## src/include/hpp_pkg.sv

```systemverilog
// Shared constants and types of the parallel programming port sequencer
package hpp_pkg;

  // Command byte codes
  localparam logic [7:0] CMD_NOP       = 8'h00;
  localparam logic [7:0] CMD_WR_FLASH  = 8'h10;
  localparam logic [7:0] CMD_WR_EEPROM = 8'h11;
  localparam logic [7:0] CMD_WR_FUSE   = 8'h40;
  localparam logic [7:0] CMD_WR_LOCK   = 8'h20;
  localparam logic [7:0] CMD_RD_SIG    = 8'h08;
  localparam logic [7:0] CMD_RD_FUSE   = 8'h04;
  localparam logic [7:0] CMD_RD_FLASH  = 8'h02;
  localparam logic [7:0] CMD_RD_EEPROM = 8'h03;

  // Action selector codes {hi, lo}
  localparam logic [1:0] ACT_ADDR = 2'h0;
  localparam logic [1:0] ACT_DATA = 2'h1;
  localparam logic [1:0] ACT_CMD  = 2'h2;
  localparam logic [1:0] ACT_IDLE = 2'h3;

  // Byte selector codes {half, group}
  localparam logic [1:0] SEL_LOW  = 2'h0;
  localparam logic [1:0] SEL_EXT  = 2'h1;
  localparam logic [1:0] SEL_HIGH = 2'h2;
  localparam logic [1:0] SEL_BOTH = 2'h3;

  localparam logic [7:0] BYTE_ERASED   = 8'hFF;
  localparam logic [7:0] BYTE_ZERO     = 8'h00;
  localparam logic [7:0] SIG_ADDR_LAST = 8'h02;
  localparam logic [7:0] CAL_ADDR      = 8'h00;

  // Lock byte: protection mode in bits 1:0, boot lock bits above
  localparam logic [1:0] LOCK_MODE3     = 2'h0;
  localparam logic [7:0] BOOT_LOCK_MASK = 8'h3C;

  // Fuse and lock write time
  localparam int CLK_PERIOD_NS = 25;
  localparam int FUSE_WAIT_NS  = 4500000;
  localparam int FUSE_WAIT_CYC = (FUSE_WAIT_NS + CLK_PERIOD_NS - 1) / CLK_PERIOD_NS;

  // Bit positions in the synchronised pin vector
  localparam int PIN_DATA_LSB = 0;
  localparam int PIN_DATA_MSB = 7;
  localparam int PIN_GROUP    = 8;
  localparam int PIN_HALF     = 9;
  localparam int PIN_ACT_LO   = 10;
  localparam int PIN_ACT_HI   = 11;
  localparam int PIN_LATCH    = 12;
  localparam int PIN_OE_N     = 13;
  localparam int PIN_WR_N     = 14;
  localparam int PIN_STROBE   = 15;
  localparam int PIN_W        = 16;
  localparam logic [PIN_W-1:0] PIN_RST = 16'h6000;

  typedef enum logic [1:0] {
    ST_IDLE      = 2'b00,
    ST_MEM_BUSY  = 2'b01,
    ST_FUSE_BUSY = 2'b10
  } hpp_state_type;

endpackage : hpp_pkg

```

## src/design/hpp_pin_sync.sv

```systemverilog
// Three-stage pin synchroniser with agreement filter
`timescale 1ns/1ps
module hpp_pin_sync #(
  parameter int         W       = 16,
  parameter logic [W-1:0] RST_VAL = '0
) (
  input  wire logic         i_clk,
  input  wire logic         i_rst_n,
  input  wire logic [W-1:0] i_pin,
  output logic      [W-1:0] o_level
);

  typedef struct packed {
    logic [W-1:0] s1;
    logic [W-1:0] s2;
    logic [W-1:0] s3;
    logic [W-1:0] q;
  } hpp_sync_type;

  hpp_sync_type r;
  hpp_sync_type next_r;

  // First stage feeds the second only; level moves when stages two and three agree
  always_comb
  begin
    next_r    = r;
    next_r.s1 = i_pin;
    next_r.s2 = r.s1;
    next_r.s3 = r.s2;
    next_r.q  = (r.q & (r.s2 ^ r.s3)) | (r.s3 & ~(r.s2 ^ r.s3));
  end

  always_ff @(posedge i_clk or negedge i_rst_n)
  begin
    if (!i_rst_n)
      r <= '{s1: RST_VAL, s2: RST_VAL, s3: RST_VAL, q: RST_VAL};
    else
      r <= next_r;
  end

  assign o_level = r.q;

endmodule : hpp_pin_sync

```

## src/design/hpp_prog_port.sv

```systemverilog
// Command, address and data sequencer of the high-voltage parallel programming port
`timescale 1ns/1ps
module hpp_prog_port #(
  parameter int                PAGE_WORDS    = 64,
  parameter int                FUSE_WAIT_CYC = hpp_pkg::FUSE_WAIT_CYC,
  parameter logic [7:0]        FUSE_LO_RST   = 8'hFF,
  parameter logic [7:0]        FUSE_HI_RST   = 8'hFF,
  parameter logic [7:0]        FUSE_EXT_RST  = 8'hFF,
  // Identification bytes, values arbitrary
  parameter logic [2:0][7:0]   SIG_BYTES     = 24'h5A_C3_A5
) (
  input  wire logic                      I_CLK_SYS,
  input  wire logic                      I_RST_N,
  input  wire logic                      I_PROG_MODE,
  input  wire logic                      I_ACTION_STROBE,
  input  wire logic                      I_ACTION_SELECT_HI,
  input  wire logic                      I_ACTION_SELECT_LO,
  input  wire logic                      I_BYTE_HALF_SELECT,
  input  wire logic                      I_BYTE_GROUP_SELECT,
  input  wire logic                      I_PAGE_BUFFER_LATCH,
  input  wire logic                      I_WR_N,
  input  wire logic                      I_OE_N,
  input  wire logic [7:0]                I_DATA,
  output logic      [7:0]                O_DATA,
  output logic                           O_DATA_OE_N,
  output logic                           O_OPERATION_DONE_FLAG,
  input  wire logic                      I_FULL_ERASE,
  input  wire logic [7:0]                I_CALIB,
  output logic                           O_PGM_START,
  output logic                           O_PGM_EEPROM,
  output logic [15-$clog2(PAGE_WORDS):0] O_PAGE_NUM,
  input  wire logic                      I_PGM_DONE,
  input  wire logic [$clog2(PAGE_WORDS)-1:0] I_BUF_IDX,
  output logic      [15:0]               O_BUF_WORD,
  output logic      [15:0]               O_RD_ADDR,
  input  wire logic [15:0]               I_FLASH_WORD,
  input  wire logic [7:0]                I_EE_BYTE,
  output logic      [7:0]                O_FUSE_LO,
  output logic      [7:0]                O_FUSE_HI,
  output logic      [7:0]                O_FUSE_EXT,
  output logic      [7:0]                O_LOCK
);

  localparam int WORD_BITS = $clog2(PAGE_WORDS);
  localparam int CNT_W     = $clog2(FUSE_WAIT_CYC + 1);
  localparam logic [CNT_W-1:0] CNT_LAST = CNT_W'(FUSE_WAIT_CYC - 1);
  localparam logic [CNT_W-1:0] CNT_ONE  = CNT_W'(1);

  typedef struct packed {
    hpp_pkg::hpp_state_type          state;
    logic                            prev_strobe;
    logic                            prev_wr_n;
    logic                            prev_latch;
    logic [7:0]                      cmd;
    logic [7:0]                      addr_lo;
    logic [7:0]                      addr_hi;
    logic [7:0]                      data_lo;
    logic [7:0]                      data_hi;
    logic                            armed;
    logic                            pgm_start;
    logic                            pgm_eeprom;
    logic [CNT_W-1:0]                cnt;
    logic [7:0]                      fuse_lo;
    logic [7:0]                      fuse_hi;
    logic [7:0]                      fuse_ext;
    logic [7:0]                      lock;
    logic [7:0]                      dout;
    logic                            drive;
    logic [15:0]                     buf_word;
    logic [PAGE_WORDS-1:0][15:0]     page;
  } hpp_regs_type;

  localparam hpp_regs_type REG_RST = '{
    state:       hpp_pkg::ST_IDLE,
    prev_wr_n:   1'b1,
    fuse_lo:     FUSE_LO_RST,
    fuse_hi:     FUSE_HI_RST,
    fuse_ext:    FUSE_EXT_RST,
    lock:        hpp_pkg::BYTE_ERASED,
    dout:        hpp_pkg::BYTE_ERASED,
    default:     '0
  };

  hpp_regs_type r;
  hpp_regs_type next_r;

  logic [hpp_pkg::PIN_W-1:0] pins;
  logic [7:0]                pin_data;
  logic [1:0]                act;
  logic [1:0]                sel;
  logic                      half;
  logic                      strobe_rise;
  logic                      wr_fall;
  logic                      latch_rise;
  logic                      is_write_cmd;
  logic                      is_read_cmd;
  logic [WORD_BITS-1:0]      word_idx;
  logic [7:0]                rd_byte;
  logic [7:0]                lock_keep;

  hpp_pin_sync #(
    .W       (hpp_pkg::PIN_W),
    .RST_VAL (hpp_pkg::PIN_RST)
  ) u_pin_sync (
    .i_clk   (I_CLK_SYS),
    .i_rst_n (I_RST_N),
    .i_pin   ({I_ACTION_STROBE, I_WR_N, I_OE_N, I_PAGE_BUFFER_LATCH, I_ACTION_SELECT_HI,
               I_ACTION_SELECT_LO, I_BYTE_HALF_SELECT, I_BYTE_GROUP_SELECT, I_DATA}),
    .o_level (pins)
  );

  assign pin_data    = pins[hpp_pkg::PIN_DATA_MSB:hpp_pkg::PIN_DATA_LSB];
  assign act         = {pins[hpp_pkg::PIN_ACT_HI], pins[hpp_pkg::PIN_ACT_LO]};
  assign half        = pins[hpp_pkg::PIN_HALF];
  assign sel         = {half, pins[hpp_pkg::PIN_GROUP]};
  // Edges taken from the filtered level so each pulse acts once
  assign strobe_rise = pins[hpp_pkg::PIN_STROBE] & ~r.prev_strobe;
  assign wr_fall     = r.prev_wr_n & ~pins[hpp_pkg::PIN_WR_N];
  assign latch_rise  = pins[hpp_pkg::PIN_LATCH] & ~r.prev_latch;
  assign word_idx    = r.addr_lo[WORD_BITS-1:0];
  assign is_write_cmd = (pin_data == hpp_pkg::CMD_WR_FLASH) | (pin_data == hpp_pkg::CMD_WR_EEPROM)
                      | (pin_data == hpp_pkg::CMD_WR_FUSE) | (pin_data == hpp_pkg::CMD_WR_LOCK);
  assign is_read_cmd = (r.cmd == hpp_pkg::CMD_RD_FLASH) | (r.cmd == hpp_pkg::CMD_RD_EEPROM)
                     | (r.cmd == hpp_pkg::CMD_RD_FUSE) | (r.cmd == hpp_pkg::CMD_RD_SIG);
  // Mode 3 keeps boot lock bits out of reach of a lock write
  assign lock_keep   = (r.lock[1:0] == hpp_pkg::LOCK_MODE3) ? hpp_pkg::BOOT_LOCK_MASK
                                                            : hpp_pkg::BYTE_ZERO;

  // Read data selection
  always_comb
  begin
    rd_byte = hpp_pkg::BYTE_ERASED;
    case (r.cmd)
      hpp_pkg::CMD_RD_FLASH:
        rd_byte = half ? I_FLASH_WORD[15:8] : I_FLASH_WORD[7:0];
      hpp_pkg::CMD_RD_EEPROM:
        if (!half)
          rd_byte = I_EE_BYTE;
      hpp_pkg::CMD_RD_FUSE:
        case (sel)
          hpp_pkg::SEL_LOW:  rd_byte = r.fuse_lo;
          hpp_pkg::SEL_BOTH: rd_byte = r.fuse_hi;
          hpp_pkg::SEL_EXT:  rd_byte = r.fuse_ext;
          default:           rd_byte = r.lock;
        endcase
      hpp_pkg::CMD_RD_SIG:
        if (!half && r.addr_lo <= hpp_pkg::SIG_ADDR_LAST)
          rd_byte = SIG_BYTES[r.addr_lo[1:0]];
        else if (half && r.addr_lo == hpp_pkg::CAL_ADDR)
          rd_byte = I_CALIB;
      default:
        rd_byte = hpp_pkg::BYTE_ERASED;
    endcase
  end

  always_comb
  begin
    next_r             = r;
    next_r.pgm_start   = 1'b0;
    next_r.prev_strobe = pins[hpp_pkg::PIN_STROBE];
    next_r.prev_wr_n   = pins[hpp_pkg::PIN_WR_N];
    next_r.prev_latch  = pins[hpp_pkg::PIN_LATCH];
    next_r.buf_word    = r.page[I_BUF_IDX];
    next_r.dout        = rd_byte;
    next_r.drive       = I_PROG_MODE & ~pins[hpp_pkg::PIN_OE_N] & is_read_cmd;
    // Busy tracking runs even if the mode input drops mid-operation
    case (r.state)
      hpp_pkg::ST_MEM_BUSY:
        if (I_PGM_DONE)
          next_r.state = hpp_pkg::ST_IDLE;
      hpp_pkg::ST_FUSE_BUSY:
        if (r.cnt >= CNT_LAST)
          next_r.state = hpp_pkg::ST_IDLE;
        else
          next_r.cnt = r.cnt + CNT_ONE;
      default:
        next_r.state = hpp_pkg::ST_IDLE;
    endcase
    if (I_PROG_MODE)
    begin
      // Loaded command and address stay until overwritten
      if (strobe_rise)
      begin
        case (act)
          hpp_pkg::ACT_ADDR:
            if (half)
              next_r.addr_hi = pin_data;
            else
              next_r.addr_lo = pin_data;
          hpp_pkg::ACT_DATA:
            if (half)
              next_r.data_hi = pin_data;
            else
              next_r.data_lo = pin_data;
          hpp_pkg::ACT_CMD:
          begin
            next_r.cmd   = pin_data;
            next_r.armed = is_write_cmd;
          end
          default:
            next_r.cmd = r.cmd;
        endcase
      end
      // Buffer is not touched while the page is being written out
      if (latch_rise && r.state == hpp_pkg::ST_IDLE && r.armed)
      begin
        if (r.cmd == hpp_pkg::CMD_WR_FLASH && half)
          next_r.page[word_idx] = {r.data_hi, r.data_lo};
        else if (r.cmd == hpp_pkg::CMD_WR_EEPROM)
          next_r.page[word_idx] = {hpp_pkg::BYTE_ZERO, r.data_lo};
      end
      // Write pulses during busy are dropped
      if (wr_fall && r.state == hpp_pkg::ST_IDLE && r.armed)
      begin
        next_r.cnt = '0;
        case (r.cmd)
          hpp_pkg::CMD_WR_FLASH:
          begin
            next_r.pgm_start  = 1'b1;
            next_r.pgm_eeprom = 1'b0;
            next_r.state      = hpp_pkg::ST_MEM_BUSY;
          end
          hpp_pkg::CMD_WR_EEPROM:
            if (!half)
            begin
              next_r.pgm_start  = 1'b1;
              next_r.pgm_eeprom = 1'b1;
              next_r.state      = hpp_pkg::ST_MEM_BUSY;
            end
          hpp_pkg::CMD_WR_FUSE:
            case (sel)
              hpp_pkg::SEL_LOW:
              begin
                next_r.fuse_lo = r.data_lo;
                next_r.state   = hpp_pkg::ST_FUSE_BUSY;
              end
              hpp_pkg::SEL_HIGH:
              begin
                next_r.fuse_hi = r.data_lo;
                next_r.state   = hpp_pkg::ST_FUSE_BUSY;
              end
              hpp_pkg::SEL_EXT:
              begin
                next_r.fuse_ext = r.data_lo;
                next_r.state    = hpp_pkg::ST_FUSE_BUSY;
              end
              default:
                next_r.state = r.state;
            endcase
          hpp_pkg::CMD_WR_LOCK:
          begin
            // Only zeros are taken; a one never restores a bit
            next_r.lock  = r.lock & (r.data_lo | lock_keep);
            next_r.state = hpp_pkg::ST_FUSE_BUSY;
          end
          default:
            next_r.state = r.state;
        endcase
      end
    end
    if (I_FULL_ERASE)
      next_r.lock = hpp_pkg::BYTE_ERASED;
  end

  always_ff @(posedge I_CLK_SYS or negedge I_RST_N)
  begin
    if (!I_RST_N)
      r <= REG_RST;
    else
      r <= next_r;
  end

  assign O_DATA                = r.dout;
  assign O_DATA_OE_N           = ~r.drive;
  assign O_OPERATION_DONE_FLAG = (r.state == hpp_pkg::ST_IDLE);
  assign O_PGM_START           = r.pgm_start;
  assign O_PGM_EEPROM          = r.pgm_eeprom;
  assign O_PAGE_NUM            = {r.addr_hi, r.addr_lo[7:WORD_BITS]};
  assign O_BUF_WORD            = r.buf_word;
  assign O_RD_ADDR             = {r.addr_hi, r.addr_lo};
  assign O_FUSE_LO             = r.fuse_lo;
  assign O_FUSE_HI             = r.fuse_hi;
  assign O_FUSE_EXT            = r.fuse_ext;
  assign O_LOCK                = r.lock;
endmodule : hpp_prog_port

```

## config.mk

```make
export PLATFORM = sky130hd
export DESIGN_NAME = hpp_prog_port
export DESIGN_NICKNAME = d
export VERILOG_FILES = /design/src/include/hpp_pkg.sv /design/src/design/hpp_pin_sync.sv /design/src/design/hpp_prog_port.sv
export SDC_FILE = /design/constraint.sdc
export NUM_CORES = 2
export LEC_CHECK = 0
export BUFFER_PORTS_ARGS = -buffer_cell sky130_fd_sc_hd__buf_2
export CORE_UTILIZATION = 38
export CTS_CLUSTER_DIAMETER = 150
export DETAILED_ROUTE_END_ITERATION = 12
export GPL_TIMING_DRIVEN = 1
export PLACE_DENSITY_LB_ADDON = 0.2
export SETUP_SLACK_MARGIN = 0.3
export SLEW_MARGIN = 30
export SYNTH_ARGS = -nofsm -noshare
export SYNTH_HDL_FRONTEND = slang
export SYNTH_HIERARCHICAL = 1
export SYNTH_SLANG_ARGS = --single-unit
```

## constraint.sdc

```tcl
create_clock -name I_CLK_SYS -period 3.8 [get_ports I_CLK_SYS]
set_clock_uncertainty 0.2 [all_clocks]
set_input_delay 0.38 -clock I_CLK_SYS [delete_from_list [all_inputs] [get_ports I_CLK_SYS]]
set_output_delay 0.38 -clock I_CLK_SYS [all_outputs]
set_load 0.01 [all_outputs]
```

==> flow_summary_export.csv <==
group,metric,value,unit
critical_path,critPathKind,"reg2reg",
global_routing,grt_max_degree,163,
critical_path,end_kind,"flop",
power,power,30.6,mW
synthesis,synthTopCellsByArea,"dfrtp_1, mux2_2, mux4_2, o21ai_0, dfstp_2",
synthesis,ys_ff_latch,1211,
placed_design,gp_congestion,0.839,
synthesis,synth_cells,4204,
timing,rsz0062_at_grt,"yes",
floorplanning,core,142000,sq um
synthesis,synth_area_leader_cell,"dfrtp_1",
synthesis,synth_xor_area_frac,0.00113,
global_routing,grtUsageTotal,0.224,
clocking,root_buffer,"clkbuf_16",
timing,setup_violations,0,
floorplanning,die_w,380,um
run,maxCapViolations,0,
synthesis,syn-cell-area,54400,sq um
power,powerDensity,493,nW/um^2
timing,min_period_over_period,0.907,
timing,setup_tns,0,ns
global_routing,grt_first_pass_wirelength,246000,um
synthesis,synth_top_area_share,0.535,
synthesis,yosysUniqueCellTypes,66,
final_layout,nNetsFinal,4316,
drt,wl_per_cell,25.8,um
timing,finalMaxSlewViolations,0,
critical_path,cp.required,4.23,ns
clocking,cts_made_buffers,135,
floorplanning,die_area,145000,sq um
final_layout,syn_to_final_growth,14.2,%
synthesis,post-synth-top-count-cell,"dfrtp_1",
final_layout,final_core_util,0.438,
clocking,cts_buffer_depth,3,
drt,drt_iter0_markers,2974,
synthesis,synth.avg_cell_area,12.9,sq um
clocking,cts_tree,"built",
synthesis,synth_common_cells,"dfrtp_1, o21ai_0, mux2_2",
clocking,clkSlewWorstSetupHoldPaths,0.06,ns
drt,ant_nets,0,
synthesis,synthArstFlopShare,1.00,
drt,first_pass_iters,7,
critical_path,cp_max_fo,16,
final_layout,drive_above_1_share,0.360,
placed_design,io_buffers,144,
global_routing,grt_pass1_vias,36656,
power,power_leakage,27.8,nW
drt,drc_errors,0,
final_layout,n_antenna_cell,0,
placed_design,place_area,57100,sq um
floorplanning,rows,138,
timing,hold_viol_final,0,
timing,fmax,0.290,GHz
floorplanning,ios,145,
placed_design,dp_hpwl,99600,um
synthesis,synth-main-ff-cell,"dfrtp_1",
floorplanning,dieHeight,380,um
synthesis,synth_nets,4269,
timing,worst_slew_pin_slew,0.972,ns
timing,relSlewSlack,0.336,
floorplanning,initial_core_util,0.384,
status,status,"complete, no violations",
global_routing,overflow,0,
clocking,htree_levels,4,
synthesis,synth_top_family_by_area,"multiplexers",
clocking,clock_latency,0.76,ns
power,ir_drop,0.383,mV
timing,whs,0.0544,ns
critical_path,start_kind,"flop",
synthesis,ys_warn_count,6,
clocking,cts.sinks,1211,
min_path,hp-class,"in2reg",
drt,drt_wl_total,161000,um
synthesis,synth_compound_area_frac,0.118,
timing,timing.final.crit_period,3.45,ns
final_layout,final_design_area_no_fill,62100,sq um
global_routing,antenna_found_initial,4,
synthesis,yosys.area_share.simple,0.0365,
critical_path,crit_arrival,3.88,ns
synthesis,muxShareOfSynthArea,0.241,
synthesis,synth-adder-area-share,0.00469,
synthesis,seq_area_frac_synth,0.558,
drt,vias,36037,
drt,drt-vias-per-instance,5.77,
synthesis,synth_edf_count,0,
-- through the flow --
step                      instances  worst slack [ns]
after floorplan                4204             0.600
after global placement         5957             0.189
after detailed placement       5957             0.136
after CTS                      6238             0.279
after global routing           6243             0.285
final                          6243             0.353
-- final cells by class --
class / count / area (sq um)
clock buffer: 204 / 4090
clock inverter: 35 / 390
fill: 13028 / 79600
inverter: 13 / 48.8
multi-input combinational: 2518 / 21900
sequential: 1211 / 30400
tap: 1890 / 2360
timing repair buffer: 372 / 2930
-- power breakdown --
| part | total [mW] | internal (mW) | switching [mW] | leakage, nW |
|---|---|---|---|---|
| Sequential | 13.8 | 13.2 | 0.601 | 16.5 |
| Clock | 13.2 | 7.83 | 5.40 | 2.22 |
| Combinational | 3.56 | 0.974 | 2.59 | 9.03 |
| Total | 30.6 | 22.0 | 8.59 | 27.8 |
-- layout by cell type (no fill, tap or decap), types with 33 or more instances in the layout --
cell type and count:
mux2i_1 35, o21ai_0 1062, clkbuf_8 33, dfstp_2 49, nand2_1 83, mux2_2 614, dfrtp_1 1154, a22oi_1 36
buf_4 163, mux4_2 260, nor2_1 67, nand2_2 39, nand3_1 39, clkbuf_16 141, buf_2 140, dlygate4sd3_1 37
-- what timing repair did --
action / 4_1_cts / 5_1_grt
buffers inserted: 4 / 4
hold endpoints to repair: 698 / 0
cloned: 0 / 0
setup endpoints to repair: 219 / 39
pin swaps: 3 / 2
resized for setup: 2 / 5
hold buffers: 38 / 0
-- final timing paths --
path                                       startpoint                     to  slack (ns)  depth (start not counted)
max in group asynchronous                     I_RST_N                r[1111]        2.35                          4
worst max-delay path                          r[1136]                   flop        0.35                          7
worst min register to register  u_pin_sync/next_r[38]  u_pin_sync/next_r[22]        0.15                          0
min in group asynchronous                     I_RST_N                 r[382]        0.13                          3
worst min-delay path               I_ACTION_SELECT_HI  u_pin_sync/next_r[43]        0.05                          2
worst max register to register                r[1136]                   flop        0.35                          7
-- routing by layer --
| layer | global-route usage | up-vias | share of wire |
|---|---|---|---|
| met3 | 0.0390 | 200 | 0.060 |
| li1 | - | 15533 | - |
| met1 | 0.329 | 19211 | 0.46 |
| met4 | 0.0618 | 0 | 0.023 |
| met5 | 0 | - | 0 |
| met2 | 0.339 | 1093 | 0.46 |
-- worst max-delay path, stage by stage, from the launching register on --
cell	delay, ns
dfrtp_1	0.44
or4b_1	0.66
or4_1	0.59
buf_4	0.23
nor4_4	0.22
buf_4	0.26
nand2_2	0.30
mux2_2	0.39
-- kinds of logic after synthesis --
kind of cell / Yosys count
simple gates: 372
fa+ha+maj: 22
buf+inv: 475
compound gates: 1208
xor+xnor: 7
flops: 1211
mux: 909
(Power assumes the default switching activity.)
